`config.mk`:
```
export PLATFORM = sky130hd
export DESIGN_NAME = slow_clock_system_timer
export DESIGN_NICKNAME = d
export VERILOG_FILES = /design/src/slow_timer_pkg.sv /design/src/slow_clock_system_timer.sv
export SDC_FILE = /design/constraint.sdc
export NUM_CORES = 1
export LEC_CHECK = 0
export BUFFER_PORTS_ARGS = -buffer_cell sky130_fd_sc_hd__buf_2
export CORE_MARGIN = 1.5
export CORE_UTILIZATION = 60
export CTS_CLUSTER_SIZE = 16
export DETAILED_ROUTE_END_ITERATION = 12
export PLACE_DENSITY = 0.77
export SLEW_MARGIN = 30
export SYNTH_ARGS = -nofsm -noshare
export SYNTH_HDL_FRONTEND = slang
export SYNTH_SLANG_ARGS = --single-unit
```
`constraint.sdc`:
```
create_clock -name SYS_CLK -period 2.5 [get_ports SYS_CLK]
set_clock_uncertainty 0.05 [all_clocks]
set_input_delay 0.5 -clock SYS_CLK [delete_from_list [all_inputs] [get_ports SYS_CLK]]
set_output_delay 0.5 -clock SYS_CLK [all_outputs]
set_load 0.005 [all_outputs]
```
`src/slow_timer_pkg.sv`:
```
// Package for the slow clock system timer: register map, reset values,
// field positions, counts and the packed register layouts.
// Assumes a 32-bit AXI4-Lite register bus with byte addresses.
package slow_timer_pkg;

  // Register byte offsets
  localparam logic [7:0] OFS_TIMER_COMMAND  = 8'h00;
  localparam logic [7:0] OFS_INTERVAL_MODE  = 8'h04;
  localparam logic [7:0] OFS_WATCHDOG_MODE  = 8'h08;
  localparam logic [7:0] OFS_PRESCALER_MODE = 8'h0C;
  localparam logic [7:0] OFS_TIMER_STATUS   = 8'h10;
  localparam logic [7:0] OFS_IRQ_ENABLE_SET = 8'h14;
  localparam logic [7:0] OFS_IRQ_ENABLE_CLR = 8'h18;
  localparam logic [7:0] OFS_IRQ_MASK_VIEW  = 8'h1C;
  localparam logic [7:0] OFS_SECONDS_ALARM  = 8'h20;
  localparam logic [7:0] OFS_SECONDS_COUNT  = 8'h24;

  // Values after reset
  localparam logic [31:0] RST_INTERVAL_MODE  = 32'h0000_0000;
  localparam logic [31:0] RST_WATCHDOG_MODE  = 32'h0002_0000;
  localparam logic [31:0] RST_PRESCALER_MODE = 32'h0000_8000;
  localparam logic [31:0] RST_SECONDS_ALARM  = 32'h0000_0000;

  // Field positions
  localparam int BIT_RESTART_CMD    = 0;
  localparam int BIT_INTERVAL_FLAG  = 0;
  localparam int BIT_WATCHDOG_FLAG  = 1;
  localparam int BIT_TICK_FLAG      = 2;
  localparam int BIT_ALARM_FLAG     = 3;
  localparam int NUM_SOURCES        = 4;

  // Counts of slow clock cycles
  localparam logic [6:0] WDOG_DIV_LAST   = 7'h7F;  // Divide by 128
  localparam logic [3:0] PIN_LOW_CYCLES  = 4'h8;   // Overflow pin low time

  // Bus answers
  localparam logic [1:0] RESP_OKAY   = 2'h0;
  localparam logic [1:0] RESP_SLVERR = 2'h2;

  // Watchdog mode layout
  typedef struct packed {
    logic [13:0] unused;
    logic        overflow_pin_enable;
    logic        overflow_reset_enable;
    logic [15:0] watchdog_load_value;
  } watchdog_mode_t;

  // Sticky status and mask layout
  typedef struct packed {
    logic alarm_match_flag;
    logic seconds_tick_flag;
    logic watchdog_expired_flag;
    logic interval_elapsed_flag;
  } timer_flags_t;

endpackage : slow_timer_pkg

```
`src/slow_clock_system_timer.sv`:
```
// Slow clock system timer: interval counter, watchdog and seconds counter
// with alarm, all stepped by the slow clock, behind an AXI4-Lite slave.
// Assumes SYS_CLK is much faster than the slow clock pin, which is
// sampled and edge detected here; IRQ is ORed with other sources outside.
//
// Overview of operation
// - Watchdog is 16-bit; zero loads 65536 x 128
// - Reset enable bit gates the internal reset
// - Pin enable drives overflow output low 8 cycles
// - Prescaler sets slow cycles per second; zero=65536
// - Status bit 0: interval reached zero, read clears
// - Status bit 1: watchdog reached zero, read clears
// - Status bit 2: seconds incremented, read clears
// - Status bit 3: alarm matched, read clears
// - Enable-set register sets mask bits on ones
// - Enable-clear register clears mask bits on ones
// - Mask view returns enabled sources
// - 20-bit alarm compared; zero gives longest delay
// - Count view returns seconds, upper bits zero
// - Interrupt output is OR-able onto shared line
// - Interval counter 16-bit, flags, reloads; write restarts
// - Restart command reloads watchdog and divider
// - Prescaler mode write restarts divider, clears seconds
// - Seconds equal alarm sets alarm flag
`timescale 1ns/1ps
`default_nettype none

module slow_clock_system_timer
  import slow_timer_pkg::*;
(
  // Clock and reset
  input  wire logic        SYS_CLK,
  input  wire logic        SRST,
  // Slow clock pin
  input  wire logic        SLOW_CLOCK,
  // AXI4-Lite write address
  input  wire logic [7:0]  S_AXI_AWADDR,
  input  wire logic [2:0]  S_AXI_AWPROT,
  input  wire logic        S_AXI_AWVALID,
  output var  logic        S_AXI_AWREADY,
  // AXI4-Lite write data
  input  wire logic [31:0] S_AXI_WDATA,
  input  wire logic [3:0]  S_AXI_WSTRB,
  input  wire logic        S_AXI_WVALID,
  output var  logic        S_AXI_WREADY,
  // AXI4-Lite write response
  output var  logic [1:0]  S_AXI_BRESP,
  output var  logic        S_AXI_BVALID,
  input  wire logic        S_AXI_BREADY,
  // AXI4-Lite read address
  input  wire logic [7:0]  S_AXI_ARADDR,
  input  wire logic [2:0]  S_AXI_ARPROT,
  input  wire logic        S_AXI_ARVALID,
  output var  logic        S_AXI_ARREADY,
  // AXI4-Lite read data
  output var  logic [31:0] S_AXI_RDATA,
  output var  logic [1:0]  S_AXI_RRESP,
  output var  logic        S_AXI_RVALID,
  input  wire logic        S_AXI_RREADY,
  // Timer outputs
  output var  logic        IRQ,
  output var  logic        OVERFLOW_OUT_N,
  output var  logic        RESET_REQ
);

  // Zero programs the longest count of 65536
  function automatic logic [16:0] load_count(input logic [15:0] value);
    load_count = (value == 16'h0000) ? 17'h1_0000 : {1'b0, value};
  endfunction : load_count

  // Byte-lane merge of a write into a stored word
  function automatic logic [31:0] merge(input logic [31:0] old,
                                        input logic [31:0] data,
                                        input logic [3:0]  strb);
    logic [31:0] res;
    res = old;
    for (int i = 0; i < 4; i++) begin
      if (strb[i]) begin
        res[8*i +: 8] = data[8*i +: 8];
      end
    end
    merge = res;
  endfunction : merge

  function automatic logic mapped(input logic [7:0] addr);
    mapped = (addr[1:0] == 2'h0) && (addr <= OFS_SECONDS_COUNT);
  endfunction : mapped

  ////////////////////////////////////////////////////////////////////////
  // Slow clock synchroniser and edge detect

  logic        slow_meta;
  logic        slow_sync;
  logic        slow_last;
  logic        slow_level;
  logic        slow_agree;
  logic        slow_tick;

  // Three stages; a level change counts once the second and third agree
  always_ff @(posedge SYS_CLK) begin
    if (SRST) begin
      slow_meta <= 1'b0;
      slow_sync <= 1'b0;
      slow_last <= 1'b0;
    end else begin
      slow_meta <= SLOW_CLOCK;
      slow_sync <= slow_meta;
      slow_last <= slow_sync;
    end
  end

  assign slow_agree = (slow_sync == slow_last);

  // Accepted level; idles low like the pin so reset gives no false edge
  always_ff @(posedge SYS_CLK) begin
    if (SRST) begin
      slow_level <= 1'b0;
    end else if (slow_agree) begin
      slow_level <= slow_last;
    end
  end

  assign slow_tick = slow_agree && slow_last && !slow_level;

  ////////////////////////////////////////////////////////////////////////
  // Bus slave

  logic [7:0]     wr_addr;
  logic           aw_held;
  logic [31:0]    wr_data;
  logic [3:0]     wr_strb;
  logic           w_held;
  logic           do_write;
  logic           do_read;
  logic           status_read;
  logic [31:0]    read_word;

  assign do_write    = aw_held && w_held && !S_AXI_BVALID;
  assign do_read     = S_AXI_ARVALID && S_AXI_ARREADY;
  assign status_read = do_read && (S_AXI_ARADDR == OFS_TIMER_STATUS);

  function automatic logic wr_hit(input logic [7:0] ofs);
    wr_hit = do_write && (wr_addr == ofs);
  endfunction : wr_hit

  // Write address and data are taken in either order
  always_ff @(posedge SYS_CLK) begin
    if (SRST) begin
      aw_held       <= 1'b0;
      w_held        <= 1'b0;
      wr_addr       <= 8'h00;
      wr_data       <= 32'h0000_0000;
      wr_strb       <= 4'h0;
      S_AXI_AWREADY <= 1'b1;
      S_AXI_WREADY  <= 1'b1;
    end else begin
      if (S_AXI_AWVALID && S_AXI_AWREADY) begin
        aw_held       <= 1'b1;
        wr_addr       <= S_AXI_AWADDR;
        S_AXI_AWREADY <= 1'b0;
      end else if (do_write) begin
        aw_held       <= 1'b0;
      end
      if (S_AXI_WVALID && S_AXI_WREADY) begin
        w_held       <= 1'b1;
        wr_data      <= S_AXI_WDATA;
        wr_strb      <= S_AXI_WSTRB;
        S_AXI_WREADY <= 1'b0;
      end else if (do_write) begin
        w_held       <= 1'b0;
      end
      if (S_AXI_BVALID && S_AXI_BREADY) begin
        S_AXI_AWREADY <= 1'b1;
        S_AXI_WREADY  <= 1'b1;
      end
    end
  end

  // Write response follows the register update
  always_ff @(posedge SYS_CLK) begin
    if (SRST) begin
      S_AXI_BVALID <= 1'b0;
      S_AXI_BRESP  <= RESP_OKAY;
    end else if (do_write) begin
      S_AXI_BVALID <= 1'b1;
      S_AXI_BRESP  <= mapped(wr_addr) ? RESP_OKAY : RESP_SLVERR;
    end else if (S_AXI_BREADY) begin
      S_AXI_BVALID <= 1'b0;
    end
  end

  ////////////////////////////////////////////////////////////////////////
  // Mode registers

  logic [15:0]    interval_load_value;
  watchdog_mode_t wdog_mode;
  logic [15:0]    seconds_prescaler;
  logic [19:0]    alarm_compare_value;
  logic [31:0]    wdog_word;
  logic [31:0]    interval_word;
  logic [31:0]    presc_word;
  logic [31:0]    alarm_word;

  // Stored words with the pending write merged in
  assign wdog_word     = merge(wdog_mode, wr_data, wr_strb);
  assign interval_word = merge({16'h0000, interval_load_value}, wr_data, wr_strb);
  assign presc_word    = merge({16'h0000, seconds_prescaler}, wr_data, wr_strb);
  assign alarm_word    = merge({12'h000, alarm_compare_value}, wr_data, wr_strb);

  // Software-written settings; reserved bits stay zero
  always_ff @(posedge SYS_CLK) begin
    if (SRST) begin
      interval_load_value <= RST_INTERVAL_MODE[15:0];
      wdog_mode           <= watchdog_mode_t'(RST_WATCHDOG_MODE);
      seconds_prescaler   <= RST_PRESCALER_MODE[15:0];
      alarm_compare_value <= RST_SECONDS_ALARM[19:0];
    end else begin
      if (wr_hit(OFS_INTERVAL_MODE)) begin
        interval_load_value <= interval_word[15:0];
      end
      if (wr_hit(OFS_WATCHDOG_MODE)) begin
        wdog_mode <= watchdog_mode_t'({14'h0000, wdog_word[17:0]});
      end
      if (wr_hit(OFS_PRESCALER_MODE)) begin
        seconds_prescaler <= presc_word[15:0];
      end
      if (wr_hit(OFS_SECONDS_ALARM)) begin
        alarm_compare_value <= alarm_word[19:0];
      end
    end
  end

  logic restart_cmd;

  assign restart_cmd = wr_hit(OFS_TIMER_COMMAND) && wr_strb[0]
                       && wr_data[BIT_RESTART_CMD];

  ////////////////////////////////////////////////////////////////////////
  // Interval counter

  logic [16:0]    interval_count;
  logic           interval_event;

  assign interval_event = slow_tick && (interval_count == 17'h0_0001);

  // Counts down, flags at zero and reloads; a mode write restarts it
  always_ff @(posedge SYS_CLK) begin
    if (SRST) begin
      interval_count <= load_count(RST_INTERVAL_MODE[15:0]);
    end else if (wr_hit(OFS_INTERVAL_MODE)) begin
      interval_count <= load_count(interval_word[15:0]);
    end else if (interval_event) begin
      interval_count <= load_count(interval_load_value);
    end else if (slow_tick) begin
      interval_count <= interval_count - 17'h0_0001;
    end
  end

  ////////////////////////////////////////////////////////////////////////
  // Watchdog

  logic [6:0]     wdog_div;
  logic [16:0]    wdog_count;
  logic           wdog_step;
  logic           wdog_event;
  logic [3:0]     pin_left;

  assign wdog_step  = slow_tick && (wdog_div == WDOG_DIV_LAST);
  assign wdog_event = wdog_step && (wdog_count == 17'h0_0001);

  // Divide by 128 then count down; restart command reloads both
  always_ff @(posedge SYS_CLK) begin
    if (SRST) begin
      wdog_div   <= 7'h00;
      wdog_count <= load_count(RST_WATCHDOG_MODE[15:0]);
    end else if (restart_cmd) begin
      wdog_div   <= 7'h00;
      wdog_count <= load_count(wdog_mode.watchdog_load_value);
    end else begin
      if (slow_tick) begin
        wdog_div <= wdog_div + 7'h01;
      end
      if (wdog_event) begin
        wdog_count <= load_count(wdog_mode.watchdog_load_value);
      end else if (wdog_step) begin
        wdog_count <= wdog_count - 17'h0_0001;
      end
    end
  end

  // Internal reset request, one cycle per overflow
  always_ff @(posedge SYS_CLK) begin
    if (SRST) begin
      RESET_REQ <= 1'b0;
    end else begin
      RESET_REQ <= wdog_event && wdog_mode.overflow_reset_enable;
    end
  end

  // Overflow pin low for eight slow clock cycles
  always_ff @(posedge SYS_CLK) begin
    if (SRST) begin
      pin_left       <= 4'h0;
      OVERFLOW_OUT_N <= 1'b1;
    end else if (wdog_event && wdog_mode.overflow_pin_enable) begin
      pin_left       <= PIN_LOW_CYCLES;
      OVERFLOW_OUT_N <= 1'b0;
    end else if (slow_tick && (pin_left != 4'h0)) begin
      pin_left <= pin_left - 4'h1;
      if (pin_left == 4'h1) begin
        OVERFLOW_OUT_N <= 1'b1;
      end
    end
  end

  ////////////////////////////////////////////////////////////////////////
  // Seconds counter and alarm

  logic [16:0]    presc_count;
  logic           second_event;
  logic [19:0]    seconds_count_value;
  logic           alarm_event;

  assign second_event = slow_tick && (presc_count == 17'h0_0001);

  // Prescaler mode write restarts the divider and clears the seconds
  always_ff @(posedge SYS_CLK) begin
    if (SRST) begin
      presc_count         <= load_count(RST_PRESCALER_MODE[15:0]);
      seconds_count_value <= 20'h0_0000;
    end else if (wr_hit(OFS_PRESCALER_MODE)) begin
      presc_count <= load_count(presc_word[15:0]);
      seconds_count_value <= 20'h0_0000;
    end else if (second_event) begin
      presc_count         <= load_count(seconds_prescaler);
      seconds_count_value <= seconds_count_value + 20'h0_0001;
    end else if (slow_tick) begin
      presc_count <= presc_count - 17'h0_0001;
    end
  end

  // Match is checked on the value the counter just stepped to
  logic           second_seen;

  always_ff @(posedge SYS_CLK) begin
    if (SRST) begin
      second_seen <= 1'b0;
    end else begin
      second_seen <= second_event;
    end
  end

  assign alarm_event = second_seen
                       && (seconds_count_value == alarm_compare_value);

  ////////////////////////////////////////////////////////////////////////
  // Status flags, mask and interrupt

  timer_flags_t   status_flags;
  timer_flags_t   irq_mask;
  timer_flags_t   event_now;

  always_comb begin
    event_now                       = '0;
    event_now.interval_elapsed_flag = interval_event;
    event_now.watchdog_expired_flag = wdog_event;
    event_now.seconds_tick_flag     = second_event;
    event_now.alarm_match_flag      = alarm_event;
  end

  // Sticky flags; a status read clears, a new event wins
  always_ff @(posedge SYS_CLK) begin
    if (SRST) begin
      status_flags <= '0;
    end else if (status_read) begin
      status_flags <= event_now;
    end else begin
      status_flags <= status_flags | event_now;
    end
  end

  // Mask set and clear by writing ones
  always_ff @(posedge SYS_CLK) begin
    if (SRST) begin
      irq_mask <= '0;
    end else if (wr_hit(OFS_IRQ_ENABLE_SET) && wr_strb[0]) begin
      irq_mask <= irq_mask | wr_data[NUM_SOURCES-1:0];
    end else if (wr_hit(OFS_IRQ_ENABLE_CLR) && wr_strb[0]) begin
      irq_mask <= irq_mask & ~wr_data[NUM_SOURCES-1:0];
    end
  end

  // Active-high level, one wire to OR with other system sources
  always_ff @(posedge SYS_CLK) begin
    if (SRST) begin
      IRQ <= 1'b0;
    end else begin
      IRQ <= |(status_flags & irq_mask);
    end
  end

  ////////////////////////////////////////////////////////////////////////
  // Read path

  always_comb begin
    read_word = 32'h0000_0000;
    unique case (S_AXI_ARADDR)
      OFS_INTERVAL_MODE:  read_word = {16'h0000, interval_load_value};
      OFS_WATCHDOG_MODE:  read_word = wdog_mode;
      OFS_PRESCALER_MODE: read_word = {16'h0000, seconds_prescaler};
      OFS_TIMER_STATUS:   read_word = {28'h000_0000, status_flags};
      OFS_IRQ_MASK_VIEW:  read_word = {28'h000_0000, irq_mask};
      OFS_SECONDS_ALARM:  read_word = {12'h000, alarm_compare_value};
      OFS_SECONDS_COUNT:  read_word = {12'h000, seconds_count_value};
      default:            read_word = 32'h0000_0000;
    endcase
  end

  // One read at a time; data captured when the address is taken
  always_ff @(posedge SYS_CLK) begin
    if (SRST) begin
      S_AXI_ARREADY <= 1'b1;
      S_AXI_RVALID  <= 1'b0;
      S_AXI_RDATA   <= 32'h0000_0000;
      S_AXI_RRESP   <= RESP_OKAY;
    end else if (do_read) begin
      S_AXI_ARREADY <= 1'b0;
      S_AXI_RVALID  <= 1'b1;
      S_AXI_RDATA   <= read_word;
      S_AXI_RRESP   <= mapped(S_AXI_ARADDR) ? RESP_OKAY : RESP_SLVERR;
    end else if (S_AXI_RVALID && S_AXI_RREADY) begin
      S_AXI_ARREADY <= 1'b1;
      S_AXI_RVALID  <= 1'b0;
    end
  end

endmodule : slow_clock_system_timer

`default_nettype wire

```
==> results.py <==
metrics = {
    "status": {
        "status": "finished clean",
    },
    "power_and_ir_drop": {
        "p_leak_nw": 5.27,
        "comb_power_share_pct": 6.9,
        "p_per_area_nw_per_um2": 584,
        "p_seq_share_pct": 47.9,
        "p_int_mw": 5.94,
        "pwr-share-clk_pct": 45.3,
        "ir_worst_vdd_v": 0.000542,
        "total_power_mw": 7.83,
        "power_switching_share_pct": 24.1,
        "p_switching_mw": 1.88,
    },
    "layout": {
        "utilization_pct": 70.8,
        "fill_cells": 1570,
        "mostFrequentLayoutCell": "dfxtp_1",
        "postLayoutCellArea_um2": 13400,
        "final_cell_mix": "228 x dfxtp_1, 204 x nand2_1, 133 x nor2_1",
        "drive_gt1_share_pct": 14.3,
        "syn2layout_area_growth_pct": 14.4,
        "nNetsFinal": 1630,
    },
    "drt": {
        "drtIter0Drc": 1299,
        "drt_pass1_iterations": 8,
        "final_antenna_net_count": 0,
        "drc": 0,
        "num_vias": 11621,
        "via_per_inst": 6.35,
        "wire_per_inst_um": 19.7,
        "drt-total-wl_um": 36100,
    },
    "cts": {
        "hold_buffers": 0,
        "cts_root_buffer": "clkbuf_16",
        "clock_path_buffers": 3,
        "htreeDepth": 1,
        "clk_latency_ps": 520,
        "clk_pin_slew_ps": 60,
        "cts_tree": "yes",
        "numCtsBuffers": 24,
        "clock_sinks": 228,
    },
    "logic_synthesis": {
        "synth_xor_area_share_pct": 4.26,
        "syn_area_um2": 11700,
        "syn_avg_cell_area_um2": 7.98,
        "synth_fa_ha_area_share_pct": 1.17,
        "synth-async-reset-ratio_pct": 0,
        "synth_top_family_by_area": "simple AND/OR/NAND/NOR gates",
        "ys_ff_latch": 228,
        "muxShareOfSynthArea_pct": 5.34,
        "yosysSeqAreaShare_pct": 38.9,
        "synth-simple-area-share_pct": 25.7,
        "yosysWarningCount": 0,
        "synth_compound_area_share_pct": 19.6,
        "synth_edf_count": 0,
        "synthCells": 1469,
        "ys_types": 82,
        "synth_ff_type": "dfxtp_1",
    },
    "sta": {
        "setup_viol": 0,
        "rsz0062_at_grt": "false",
        "fin_crit_sh_pct": 94.1,
        "drv_slew": 0,
        "fmax_ghz": 0.425,
        "setup_tns_ps": 0,
        "period_needed_ps": 2350,
        "hold_viol_final": 0,
        "worst-slew-pin-transition_ps": 931,
        "relSlewSlack_pct": 37.3,
    },
    "grt": {
        "grt_first_pass_wirelength_um": 56700,
        "grt_max_degree": 89,
        "grt_pass1_vias": 10375,
        "grt-ovfl-total": 0,
        "grt.total_usage_pct": 35.5,
        "antenna_found_initial": 1,
    },
    "critical_path": {
        "cp.required_ps": 2890,
        "cp_max_fo": 8,
        "timing.rr.start": "slow_last$_SDFF_PP0_",
        "r2r_setup_slack_ps": 150,
        "crit_path_start": "slow_last$_SDFF_PP0_",
        "arrival_ps": 2740,
        "cp-start-kind": "register",
        "critical_path_class": "reg -> reg",
        "regToRegEndpoint": "wdog_count[0]$_SDFFE_PP0P_",
        "cp-end-kind": "register",
        "r2r_cells": 7,
    },
    "worst_hold_path": {
        "worstHoldStart": "S_AXI_WVALID",
        "hold_path_depth": 2,
        "whs_endpoint": "S_AXI_WREADY$_SDFFE_PP1P_",
        "hp-class": "in -> reg",
    },
    "floorplanning": {
        "row_count": 50,
        "start_util_pct": 61.8,
        "coreArea_um2": 19000,
        "die-area_um2": 20400,
        "io_pins": 110,
        "die-width_um": 143,
        "die_height_um": 143,
    },
    "placed_design": {
        "gp_congestion": 0.998,
        "port-buffer-count": 76,
        "place_hpwl_um": 26200,
        "placed_area_um2": 12600,
    },
    "flow_run": {
        "drv_cap": 0,
    },
}
-- sequential cells by signal, indices dropped and copies added, names as in the netlist, 7 cells and up, named ones only --
| signal | count |
|---|---|
| S_AXI_RDATA | 20 |
| alarm_compare_value | 20 |
| seconds_count_value | 20 |
| wr_data | 20 |
| wdog_mode | 18 |
| interval_count | 17 |
| presc_count | 17 |
| wdog_count | 17 |
| interval_load_value | 16 |
| seconds_prescaler | 16 |
| wr_addr | 8 |
| wdog_div | 7 |
-- cells by family (layout without fill, tap and decap cells) --
group | after synthesis | after routing
AO/OA/AOI/OAI | 369 | 369
XOR/XNOR | 57 | 57
adder cells (fa/ha/maj) | 11 | 11
buffers and inverters | 130 | 217
flip-flops | 228 | 228
multiplexers | 62 | 62
other | 1 | 15
AND/OR/NAND/NOR | 611 | 611
-- stage by stage --
step,std cells,setup WS [ps],hold slack [ps]
floorplan,1482,409,364
global placement,1785,15.6,367
detailed placement,1785,-49.2,386
CTS,1827,59.3,134
global route,1829,27.4,162
finish,1830,149,143
-- power by group through the flow --
stage / clock network, mW / logic (mW) / registers, mW
floorplan: 0 / 0.350 / 3.80
global placement: 0 / 0.512 / 3.82
detailed placement: 0 / 0.520 / 3.82
CTS: 3.57 / 0.523 / 3.74
global route: 3.71 / 0.581 / 3.75
finish: 3.54 / 0.537 / 3.75
-- critical path, stage by stage (launching register included) --
cell and delay (ps):
dfxtp_1 330, ha_2 260, nand4b_1 170, or2_2 410, nor3_1 360, o21ai_1 200
o221a_2 280, a211oi_1 190
-- repair_timing --
action / CTS / global route
setup buffers: 0 / 2
setup endpoints to repair: 2 / 18
resized for setup: 1 / 4
-- metal layers --
| metal | vias up | part of all wire [%] | track usage, % |
|---|---|---|---|
| met5 | - | 0 | 0 |
| met4 | 0 | 5.7 | 18.1 |
| met3 | 130 | 10 | 5.43 |
| met2 | 662 | 43 | 55.1 |
| met1 | 5377 | 41 | 47.9 |
| li1 | 5452 | - | - |
-- synthesized netlist by cell type (9+ instances only) --
cell type | number | area, um2
a211oi_1 | 13 | 97.6
a221oi_1 | 13 | 114
buf_4 | 16 | 120
a22oi_1 | 30 | 225
nor3_1 | 49 | 245
nand3_1 | 73 | 365
xor2_1 | 20 | 175
clkbuf_1 | 67 | 251
buf_2 | 12 | 60.1
nand2_1 | 204 | 766
o21ai_0 | 91 | 455
o2bb2ai_1 | 15 | 131
buf_1 | 9 | 33.8
xnor2_1 | 37 | 324
a21oi_1 | 128 | 641
ha_1 | 11 | 138
nor2b_1 | 10 | 62.6
nor3b_1 | 10 | 75.1
nor4_1 | 26 | 163
or4_1 | 13 | 97.6
dfxtp_1 | 228 | 4560
inv_1 | 23 | 86.3
nand4_1 | 25 | 156
nor2_1 | 133 | 499
or3_1 | 9 | 56.3
mux2i_1 | 58 | 581
nand2b_1 | 12 | 75.1
-- final cells by class --
| type | count | area (um2) | area share [%] |
|---|---|---|---|
| multi-input cells | 1124 | 6670 | 49.7 |
| clock buffers | 33 | 706 | 5.26 |
| repair buffers | 151 | 983 | 7.33 |
| flip-flops and latches | 228 | 4560 | 34.0 |
| clock inverters | 9 | 75.1 | 0.560 |
| well taps | 260 | 325 | 2.43 |
| inverters | 24 | 90.1 | 0.672 |
| diodes | 1 | 2.50 | 0.0187 |
-- how the worst max path moves through the flow --
stage,end,slack [ps]
global route,interval_count[7]$_SDFFE_PP0P_,30
finish,wdog_count[0]$_SDFFE_PP0P_,150
detailed placement,S_AXI_RDATA[10]$_SDFFE_PP0P_,-50
global placement,S_AXI_RDATA[9]$_SDFFE_PP0P_,20
floorplan,seconds_count_value[16]$_SDFFE_PP0P_,410
CTS,seconds_count_value[10]$_SDFFE_PP0P_,60
Power figures use the tool's default switching activity.
